--- src/common/fdr_pkg.sv ---
// Package for the fractional delay ramp generator: widths, timing counts,
// mode codes and the carriers between the model processor and the generator.
// Assumes one 125 MHz system clock; UPD_MS, MODE_64 and MODE_512 are not used by the design.
package fdr_pkg;

  // Clock and transform timing
  localparam int CLK_PERIOD_PS = 8000;
  localparam int TCYC_US = 16;
  localparam int TCYC_CLKS_DEF = (TCYC_US * 1000000) / CLK_PERIOD_PS;
  localparam int UPD_MS = 4;
  // One update period is taken as 256 whole transform cycles
  localparam int UPD_TCYCS = 256;

  // Coefficient widths and positions
  localparam int COEF_W = 20;
  localparam int INT_W = 16;
  localparam int FRAC_IN_W = 32;
  localparam int RATE_IN_W = 64;
  localparam int FRAC_KEEP_LSB = FRAC_IN_W - (COEF_W - 1);
  localparam int RATE_KEEP_LSB = RATE_IN_W - COEF_W;
  localparam logic [COEF_W-1:0] PHASE_OFFSET = 20'h00000;

  // Output shift and serial framing
  localparam int SLOPE_SHIFT = 5;
  localparam int PIPE_SHIFT = 8;
  localparam int SER_LANES_DEF = 10;
  localparam int SER_BITS = 2 * COEF_W;
  localparam logic [5:0] SER_LAST = 6'h27;

  // Mode shift codes: transform size is 64 << code
  localparam logic [2:0] MODE_64 = 3'h0;
  localparam logic [2:0] MODE_512 = 3'h3;
  localparam logic [2:0] MODE_1K = 3'h4;
  localparam logic [2:0] MODE_2K = 3'h5;

  // Fixed-point delay and rate as delivered by the floating point unit
  typedef struct packed {
    logic [INT_W-1:0] int_part;
    logic [FRAC_IN_W-1:0] frac;
    logic [RATE_IN_W-1:0] rate;
    logic [2:0] mode_shift_code;
  } fdr_coef_type;

  // Coefficients as held by the generator
  typedef struct packed {
    logic [INT_W-1:0] int_part;
    logic [COEF_W-1:0] phase;
    logic [COEF_W-1:0] rate;
    logic [2:0] mode_shift_code;
  } fdr_act_type;

  typedef enum logic [1:0] {
    FDR_IDLE = 2'b00,
    FDR_SHIFT = 2'b01
  } fdr_state_type;

endpackage

--- src/design/fdr_ramp_gen.sv ---
// Fractional delay two-coefficient ramp generator on the transform control card.
// Assumes fixed-point coefficients from the floating_point_unit and a transform
// card that accumulates the shifted-out slope in its own oscillators.
`timescale 1ns/1ps

// Function
// (RULE_01) Fresh coefficients requested every 4 ms update
// (RULE_02) Integer signed, fraction always positive
// (RULE_03) 16-bit integer goes to playback port
// (RULE_04) Keep top 20 fraction bits as phase; code keeps the top 19 below a zero sign bit
// (RULE_05) Keep top 20 rate bits
// (RULE_06) New 20-bit slope every 16 us
// (RULE_07) Signed fraction, sign before binary point
// (RULE_08) Zero offset, phase sign stays zero
// (RULE_09) Oscillator wraps modulo one turn
// (RULE_10) Upper 8 bits linear in delay
// (RULE_11) Rate added once per transform cycle
// (RULE_12) Mode code 0..5 selects size
// (RULE_13) Oscillator rate follows transform size
// (RULE_14) Mode shift applied to both coefficients
// (RULE_15) Slope shifted right five more places
// (RULE_16) Oscillator stepping gated by clock enable
// (RULE_17) Each extra pipeline gets initial phase
// (RULE_18) Slope scaled by transform size
// (RULE_19) Top 8 bits address correction ROM
// (RULE_20) Phase scaled 2^32, rate 2^63
// (RULE_21) Serial LSB first, 40 clocks
// (RULE_22) Rate doubled for 1K and 2K
// (RULE_23) 2K pipelines two, three continue phase
// (RULE_24) Single pipeline initial phase zero
// (RULE_25) Coefficients change only at boundaries
module fdr_ramp_gen
  import fdr_pkg::*;
#(
  parameter int LANES = SER_LANES_DEF,
  parameter int TCYC_CLKS = TCYC_CLKS_DEF
) (
  input wire logic clock,
  input wire logic rst_n,
  input wire fdr_coef_type coef_in,
  input wire logic coef_valid,
  output logic coef_req,
  output logic [INT_W-1:0] int_delay,
  output logic int_valid,
  output logic [2:0] mode_shift_code,
  output logic ser_frame,
  output logic [LANES-1:0] ser_lane
);

  ////////////////////////////////////////////////////////////////////////////
  // Input conversion

  // Clamp, keep top bits, apply the mode shift to both coefficients
  function automatic fdr_act_type conv(input fdr_coef_type c);
    fdr_act_type a;
    logic [2:0] m;
    m = (c.mode_shift_code > MODE_2K) ? MODE_2K : c.mode_shift_code; // RULE_12
    a.int_part = c.int_part; // RULE_02 RULE_03
    // Sign bit forced clear, fraction top bits below it; input scaled by 2^32
    a.phase = {1'b0, c.frac[FRAC_IN_W-1:FRAC_KEEP_LSB]} + PHASE_OFFSET; // RULE_04 RULE_07 RULE_08 RULE_20
    a.rate = c.rate[RATE_IN_W-1:RATE_KEEP_LSB]; // RULE_05 RULE_20
    a.phase = a.phase >> m; // RULE_14 RULE_18
    a.rate = COEF_W'($signed(a.rate) >>> m); // RULE_14 RULE_18
    a.mode_shift_code = m;
    return a;
  endfunction

  // Slope as the transform card oscillator sees it
  function automatic logic [COEF_W-1:0] slope_of(input logic [COEF_W-1:0] acc, input logic [2:0] m);
    logic [COEF_W-1:0] s;
    s = COEF_W'($signed(acc) >>> SLOPE_SHIFT); // RULE_15
    // Doubling leaves a zero lsb; too small to reach the ROM bits
    if (m >= MODE_1K) begin
      s = {s[COEF_W-2:0], 1'b0}; // RULE_22
    end
    return s;
  endfunction

  ////////////////////////////////////////////////////////////////////////////
  // Transform cycle timing

  logic [15:0] tcnt_ff, nxt_tcnt;
  logic [7:0] tidx_ff, nxt_tidx;
  logic tick, boundary;

  assign tick = (tcnt_ff == 16'(TCYC_CLKS - 1));
  assign boundary = tick && (tidx_ff == 8'(UPD_TCYCS - 1));

  // Free running 16 us and 4 ms counters
  always_comb begin
    nxt_tcnt = tick ? 16'h0000 : tcnt_ff + 16'h0001;
    nxt_tidx = tick ? tidx_ff + 8'h01 : tidx_ff;
  end

  always_ff @(posedge clock) begin
    if (!rst_n) begin
      tcnt_ff <= 16'h0000;
      tidx_ff <= 8'hff;
    end else begin
      tcnt_ff <= nxt_tcnt;
      tidx_ff <= nxt_tidx;
    end
  end

  ////////////////////////////////////////////////////////////////////////////
  // Coefficient holding

  fdr_act_type pend_ff, nxt_pend, act_ff, nxt_act;
  logic req_ff, nxt_req, ivld_ff, nxt_ivld;

  // Pending copy takes any arrival; active copy moves only at the boundary
  always_comb begin
    nxt_pend = coef_valid ? conv(coef_in) : pend_ff;
    nxt_act = boundary ? pend_ff : act_ff; // RULE_25
    nxt_req = boundary; // RULE_01
    nxt_ivld = boundary; // RULE_03
  end

  always_ff @(posedge clock) begin
    if (!rst_n) begin
      pend_ff <= '0;
      act_ff <= '0;
      req_ff <= 1'b0;
      ivld_ff <= 1'b0;
    end else begin
      pend_ff <= nxt_pend;
      act_ff <= nxt_act;
      req_ff <= nxt_req;
      ivld_ff <= nxt_ivld;
    end
  end

  assign coef_req = req_ff;
  assign int_valid = ivld_ff;
  assign int_delay = act_ff.int_part; // RULE_03
  assign mode_shift_code = act_ff.mode_shift_code; // RULE_13 RULE_16

  ////////////////////////////////////////////////////////////////////////////
  // Phase accumulation

  logic [COEF_W-1:0] acc_ff, nxt_acc;

  // Load phase at the boundary, else add the rate once per transform cycle
  always_comb begin
    nxt_acc = acc_ff;
    if (boundary) begin
      nxt_acc = pend_ff.phase;
    end else if (tick) begin
      nxt_acc = acc_ff + act_ff.rate; // RULE_11
    end
  end

  always_ff @(posedge clock) begin
    if (!rst_n) begin
      acc_ff <= '0;
    end else begin
      acc_ff <= nxt_acc;
    end
  end

  ////////////////////////////////////////////////////////////////////////////
  // Serial output to the transform card

  fdr_state_type st_ff, nxt_st;
  logic frame_ff, nxt_frame;
  logic [5:0] bit_ff, nxt_bit;
  logic [SER_BITS-1:0] sh_ff [LANES];
  logic [SER_BITS-1:0] nxt_sh [LANES];
  logic [COEF_W-1:0] slope, init_256, init_512;

  // Slope taken from the phase just after this cycle's update
  assign slope = slope_of(nxt_acc, nxt_act.mode_shift_code); // RULE_06
  assign init_256 = {slope[COEF_W-1-PIPE_SHIFT:0], PIPE_SHIFT'(0)};
  assign init_512 = {slope[COEF_W-2-PIPE_SHIFT:0], (PIPE_SHIFT + 1)'(0)};

  // Frame sequencer: 40 clocks per load
  always_comb begin
    nxt_st = st_ff;
    nxt_bit = bit_ff;
    case (st_ff)
      FDR_IDLE: begin
        if (tick) begin
          nxt_st = FDR_SHIFT;
          nxt_bit = 6'h00;
        end
      end
      FDR_SHIFT: begin
        nxt_bit = bit_ff + 6'h01;
        if (bit_ff == SER_LAST) begin
          nxt_st = FDR_IDLE; // RULE_21
        end
      end
      default: nxt_st = FDR_IDLE;
    endcase
    // Frame marker registered so the port comes straight from a flop
    nxt_frame = (nxt_st == FDR_SHIFT); // RULE_21
  end

  // One lane per pipeline: initial phase first, then slope, lsb first
  for (genvar l = 0; l < LANES; l++) begin : g_lane
    logic [COEF_W-1:0] init_p;
    always_comb begin
      init_p = '0; // RULE_24
      if (act_ff.mode_shift_code == MODE_1K || nxt_act.mode_shift_code == MODE_1K) begin
        init_p = (l == 1) ? init_256 : '0; // RULE_17
      end
      if (nxt_act.mode_shift_code == MODE_2K) begin
        // Upper pipelines pick up where pipelines 0 and 1 end
        if (l == 1 || l == 2) begin
          init_p = init_256; // RULE_17 RULE_23
        end else if (l == 3) begin
          init_p = init_512; // RULE_23
        end
      end
      if (nxt_act.mode_shift_code < MODE_1K || l > 3) begin
        init_p = '0;
      end
      if (tick) begin
        nxt_sh[l] = {slope, init_p}; // RULE_06
      end else if (st_ff == FDR_SHIFT) begin
        nxt_sh[l] = {1'b0, sh_ff[l][SER_BITS-1:1]}; // RULE_21
      end else begin
        nxt_sh[l] = sh_ff[l];
      end
    end
    always_ff @(posedge clock) begin
      if (!rst_n) begin
        sh_ff[l] <= '0;
      end else begin
        sh_ff[l] <= nxt_sh[l];
      end
    end
    assign ser_lane[l] = sh_ff[l][0];
  end

  always_ff @(posedge clock) begin
    if (!rst_n) begin
      st_ff <= FDR_IDLE;
      bit_ff <= 6'h00;
      frame_ff <= 1'b0;
    end else begin
      st_ff <= nxt_st;
      bit_ff <= nxt_bit;
      frame_ff <= nxt_frame;
    end
  end

  assign ser_frame = frame_ff;

  ////////////////////////////////////////////////////////////////////////////
  // Checks

  a_phase_sign: assert property (@(posedge clock) disable iff (!rst_n) // RULE_08
    !act_ff.phase[COEF_W-1]) else $error("active phase sign bit set");
  a_coef_hold: assert property (@(posedge clock) disable iff (!rst_n) // RULE_25
    !boundary |=> $stable(act_ff)) else $error("coefficients changed mid update");
  a_rate_step: assert property (@(posedge clock) disable iff (!rst_n) // RULE_11
    tick && !boundary |=> acc_ff == $past(acc_ff) + $past(act_ff.rate)) else $error("rate step wrong");
  a_bound_load: assert property (@(posedge clock) disable iff (!rst_n) // RULE_01
    boundary |=> acc_ff == act_ff.phase && coef_req && int_valid) else $error("boundary load wrong");
  a_frame_len: assert property (@(posedge clock) disable iff (!rst_n) // RULE_21
    tick |=> ser_frame && bit_ff == 6'h00 ##39 ser_frame ##1 !ser_frame) else $error("frame not 40 clocks");
  a_slope_load: assert property (@(posedge clock) disable iff (!rst_n) // RULE_15
    tick |=> sh_ff[0][SER_BITS-1:COEF_W] == slope_of(acc_ff, act_ff.mode_shift_code)) else $error("slope wrong");
  a_pipe0_zero: assert property (@(posedge clock) disable iff (!rst_n) // RULE_24
    tick |=> sh_ff[0][COEF_W-1:0] == '0) else $error("pipeline 0 phase not zero");
  a_mode_range: assert property (@(posedge clock) disable iff (!rst_n) // RULE_12
    act_ff.mode_shift_code <= MODE_2K) else $error("mode code out of range");
  a_tick_gap: assert property (@(posedge clock) disable iff (!rst_n) // RULE_06
    tick |=> !tick [*8]) else $error("transform cycles too close");

  c_boundary: cover property (@(posedge clock) disable iff (!rst_n) boundary);
  c_mode_2k: cover property (@(posedge clock) disable iff (!rst_n) tick && act_ff.mode_shift_code == MODE_2K);
  c_neg_rate: cover property (@(posedge clock) disable iff (!rst_n) tick && act_ff.rate[COEF_W-1]);
  c_wrap: cover property (@(posedge clock) disable iff (!rst_n) tick && acc_ff[COEF_W-1]);

endmodule

--- config.mk ---
export PLATFORM = sky130hd
export DESIGN_NAME = fdr_ramp_gen
export DESIGN_NICKNAME = d
export VERILOG_FILES = /design/src/common/fdr_pkg.sv /design/src/design/fdr_ramp_gen.sv
export SDC_FILE = /design/constraint.sdc
export NUM_CORES = 1
export LEC_CHECK = 0
export BUFFER_PORTS_ARGS = -buffer_cell sky130_fd_sc_hd__buf_2
export CORE_MARGIN = 8
export CORE_UTILIZATION = 58
export CTS_CLUSTER_SIZE = 8
export DETAILED_ROUTE_END_ITERATION = 10
export GPL_TIMING_DRIVEN = 0
export PLACE_DENSITY = 0.8
export SLEW_MARGIN = 20
export SYNTH_ARGS = -nofsm -noshare
export SYNTH_HDL_FRONTEND = slang
export SYNTH_SLANG_ARGS = --single-unit
--- constraint.sdc ---
create_clock -name clock -period 2.8 [get_ports clock]
set_input_delay 0.28 -clock clock [delete_from_list [all_inputs] [get_ports clock]]
set_output_delay 0.28 -clock clock [all_outputs]
set_load 0.005 [all_outputs]
Word level (Yosys, flattened, before mapping). Memories as Yosys holds them, arrays and structs flattened. Index checks and enable logic that the tools add are counted.

Memories kept: 1. Memory bits (writable): 400. Flip-flop bits (word level): 152.

Memory list: sh_ff (words 10, width 40, read ports 10, clocked after Yosys merged registers in 0, wr ports 10, line fdr_ramp_gen.sv:167) `logic [SER_BITS-1:0] sh_ff [LANES];`.

Add/subtract/negate cells: 4. Bitwise gates (word level): 11. Equal/unequal tests: 9. Reductions and logical operators: 7. Mux-type cells: 49. Shifts and indexed selects: 2. Magnitude comparators: 3.

Operators by type and width (number): $mux 40 (30); $mux 20 (9); $add 20x20->20 (1); $shr 19x3->20 (1); $sshr 20x3->20 (1); $add 16x1->16 const B (1); $eq 16x11->1 const B (1); $mux 15 (1); $pmux 6 s2 (1); $or 1x1->1 (10); $eq 3x3->1 const B (3); $add 8x1->8 const B (1); $eq 8x8->1 const B (1); $add 6x1->6 const B (1); $eq 6x6->1 const B (1); $mux 3 (2); $mux 6 (1); $eq 2x1->1 const B (2); $mux 2 (2); $pmux 2 s2 (1); $reduce_bool 2->1 (2); $ge 3x3->1 const B (1); $gt 3x3->1 const B (1); $lt 3x3->1 const B (1); 8 further kinds (9).

Logic depth before layout (Yosys ltp).
Depth after elaboration: 10. Gate-level depth with buffers: 11. Depth with buffers taken out: 10.

Worst setup path before layout. Ideal clock, no wire load.

Path kind: register -> register. Start point: register act_ff[3] (netlist bit). End point: memory sh_ff[0][62] (netlist bit). Data arrival time: 2.448 ns. Buffers on the path: 0. Setup slack: 0.291 ns. Stages on the path, launching flop included: 11. Path through: dfxtp_1 -> ha_1 -> fa_1 -> a21oi_1 -> o21ai_0 -> a21o_1 -> a2111oi_0 -> a21oi_1 -> or2_2 -> o211ai_1 -> and3_1.

RTL lines: start, declared (line fdr_ramp_gen.sv:108) `fdr_act_type pend_ff, nxt_pend, act_ff, nxt_act;`; start signal, assigned (line fdr_ramp_gen.sv:127) `act_ff <= nxt_act;`; end, declared (line fdr_ramp_gen.sv:167).

==> out/summary.txt <==
Initial Util: 59.0%
First-pass GRT wire length: 52000 um
WL/cell: 17.2 um
Run status: finished clean
DP Wirelength: 23000 um
ANT cells: 0
Setup Skew: 0.0140 ns
Register area share after synthesis: 42.1%
Latest clock arrival within the worst-skew pair: 0.51 ns
CP delay by family, top: compound AO/OA/AOI/OAI gates
Worst Path Required: 3.20 ns
Gr usage total: 24.2%
Max Freq: 0.364 GHz
# H-tree levels: 2
GRT overflow: 0
Area growth from synthesis to layout: 16.7%
Worst-margin pin slew: 0.787 ns
Arrival time worst endpoint: 3.15 ns
Share of the synthesized area in the top cell type: 42.1%
Worst setup SP type: register
CTS tree: done
Die X: 159 um
# setup viols final: 0
Vias in the first global route: 10.6k
Mapped Area: 0.0119 mm^2
Detailed Routing Iterations Pass 1: 7
#FFs+latches synth: 251
CTS Buf Count: 37
Routed vias: 10.8k
LEAKAGE: 5.47 nW
Ratio of cells with drive above 1 in the final layout: 15.6%
Commonest cells post-synth: 289 x nand2_1, 251 x dfxtp_1, 146 x a21oi_1
Max_cap viols: 0
Yosys warnings: 0
CTS max path bufs: 3
Wirelength, routed: 31800 um
PD cells: 581 mW/mm^2
IO Count: 150
Row count: 52
CP max-delay cell: fa_2
Pin count of the biggest net entering global routing: 11
DRC viols: 0
Number of vias per cell: 5.81
Slew Viols, Final: 0
Critical Path Fanout Max: 4
Critical path class: register to register
Die ar.: 0.0254 mm^2
Unique masters post-synth: 68
Cell taking the most area after synthesis: dfxtp_1
Area of placed instances: 0.0127 mm^2
Max incr delay on CP: 0.39 ns
Initial antenna violation count: 0
Peak VDD IR: 0.486 mV
Design Area, Final: 0.0139 mm^2
Top FF cell, synth: dfxtp_1
TritonCTS sink count: 251
Crit end category: register
Post-route ant nets: 0
Syn Area/Cell: 8.25 um^2
RSZ-0062 raised after global routing: true
Layout Nets: 1722
Largest cells by area after synthesis: dfxtp_1 42%, mux2i_1 9.2%, nand2_1 9.1%, a21oi_1 6.1%, nor2_1 4.3%
CTS clk-pin slew, worst paths: 0.05 ns
IO Port Bufs: 89
CTS Root Cell: clkbuf_16
Chip height: 159 um
Initial DRC count: 828
Syn Nets: 1588
CP cell instances: ha_1 -> fa_2 -> a21oi_4 -> o211ai_1 -> a22oi_2 -> a31o_2 -> nor4_1 -> a211oi_2 -> a221oi_1 -> a311oi_1
Ys async rst share: 0%
Final worst path period need: 2.75 ns
Hold Fails Final Rpt: 0
Slew margin rel.: 47.5%
Final RePlAce weighted congestion: 0.952
Total core area: 0.0202 mm^2
DP Cell Count: 1806
Hold Crit Class: input pin to register
Fin cells: 1854
Final period util: 98.0%
Worst Path Buf+Inv: 0
Most numerous cell in the Yosys netlist: nand2_1
Syn Inst Count: 1447
Post-synth EDFFs: 0
## cell type report
cell class                 count  area [um^2]
buffer                       130          652
clock buffer                  38          930
clock inverter                 4         71.3
fill                        1661         6310
inverter                       7         26.3
multi-input combinational   1058         6380
sequential                   251         5020
tap                          270          338
timing repair buffer          96          505
## cell usage in the layout, fill, tap and decap left out, drive strengths merged, types with 4 or more instances in the layout
cell type / netlist / layout
nand2: 290 / 290
dfxtp: 251 / 251
a21oi: 147 / 147
buf: 53 / 141
nor2: 137 / 137
clkbuf: 78 / 120
mux2i: 111 / 111
o21ai: 44 / 44
nand3: 40 / 40
a211oi: 38 / 38
o22ai: 31 / 31
nor3: 23 / 23
ha: 22 / 22
mux2: 18 / 18
xor2: 15 / 15
xnor2: 13 / 13
and3: 12 / 12
nand4: 9 / 9
a21o: 9 / 9
o211ai: 9 / 9
nand2b: 8 / 8
nor2b: 8 / 8
inv: 7 / 8
a31oi: 8 / 8
and2: 6 / 6
a22oi: 5 / 5
or2: 4 / 4
mux4: 4 / 4
and4: 4 / 4
a2111oi: 4 / 4
## cells by family after synthesis
group / after synthesis / share of synthesized area, %
AND/OR/NAND/NOR: 555 / 20.0
AO/OA/AOI/OAI: 318 / 15.9
flip-flops: 251 / 42.1
buffers and inverters: 138 / 5.51
multiplexers: 133 / 11.9
XOR/XNOR: 28 / 2.05
adder cells (fa/ha/maj): 23 / 2.47
other: 1 / 0.0314
## worst paths after layout
kind | from | endpoint | slack (ns) | cells after the start
worst min-delay path | coef_in[104] | pend_ff[48] | 0.005 | 3
worst min register to register | pend_ff[57] | int_delay[14] | 0.45 | 2
worst max register to register | act_ff[3] | sh_ff[0][72] | 0.05 | 10
worst max-delay path | act_ff[3] | sh_ff[0][72] | 0.05 | 10
## metal layers
| layer | global-route usage [%] | share of wire [%] | vias to the layer above |
|---|---|---|---|
| met5 | 0 | 0 | - |
| met4 | 9.86 | 3.6 | 0 |
| met3 | 4.01 | 6.3 | 93 |
| met2 | 40.8 | 47 | 392 |
| met1 | 30.4 | 43 | 5024 |
| li1 | - | - | 5255 |
## worst register-to-register path, cell delays in order (launching register included)
cell	delay (ns)
dfxtp_1	0.32
ha_1	0.23
fa_2	0.39
a21oi_4	0.18
o211ai_1	0.13
a22oi_2	0.30
a31o_2	0.26
nor4_1	0.07
a211oi_2	0.31
a221oi_1	0.17
a311oi_1	0.29
## stage by stage
| step | TNS [ns] | utilization (%) | setup WS (ns) | hold WS, ns | total power [mW] |
|---|---|---|---|---|---|
| 2_1_floorplan | 0 | - | 0.291 | 0.413 | 4.06 |
| 3_3_place_gp | -6.01 | 62.9 | -0.287 | 0.432 | 4.21 |
| 3_5_place_dp | -6.54 | 62.9 | -0.283 | 0.445 | 4.22 |
| 4_1_cts | 0 | 68.2 | 0.0263 | 0.00146 | 8.13 |
| 5_1_grt | -0.0543 | 68.8 | -0.0227 | 0.0103 | 8.35 |
| 6_report | 0 | 68.8 | 0.0549 | 0.00525 | 8.10 |
## what timing repair did
item	4_1_cts	5_1_grt
setup buffers	2	2
setup endpoints to repair	79	87
hold endpoints to repair	3	0
gates resized for setup	14	36
hold buffers	3	0
pin swaps	2	3
## where the power goes
part	internal, mW	total, mW	switching (mW)	leakage [nW]
clock network	2.43	3.93	1.49	0.490
logic	0.190	0.483	0.293	2.94
registers	3.65	3.69	0.0425	2.04
total	6.27	8.10	1.83	5.47
## sequential cells by signal (all words and copies together), names as in the netlist
register and cells:
bit_ff 6, sh_ff 100, tidx_ff 8, st_ff 2, int_delay 16, mode_shift_code 3
ser_frame 1, pend_ff 58, act_ff 20, int_valid 1, acc_ff 20, tcnt_ff 16
No activity file was read; power rests on OpenSTA's default activity.
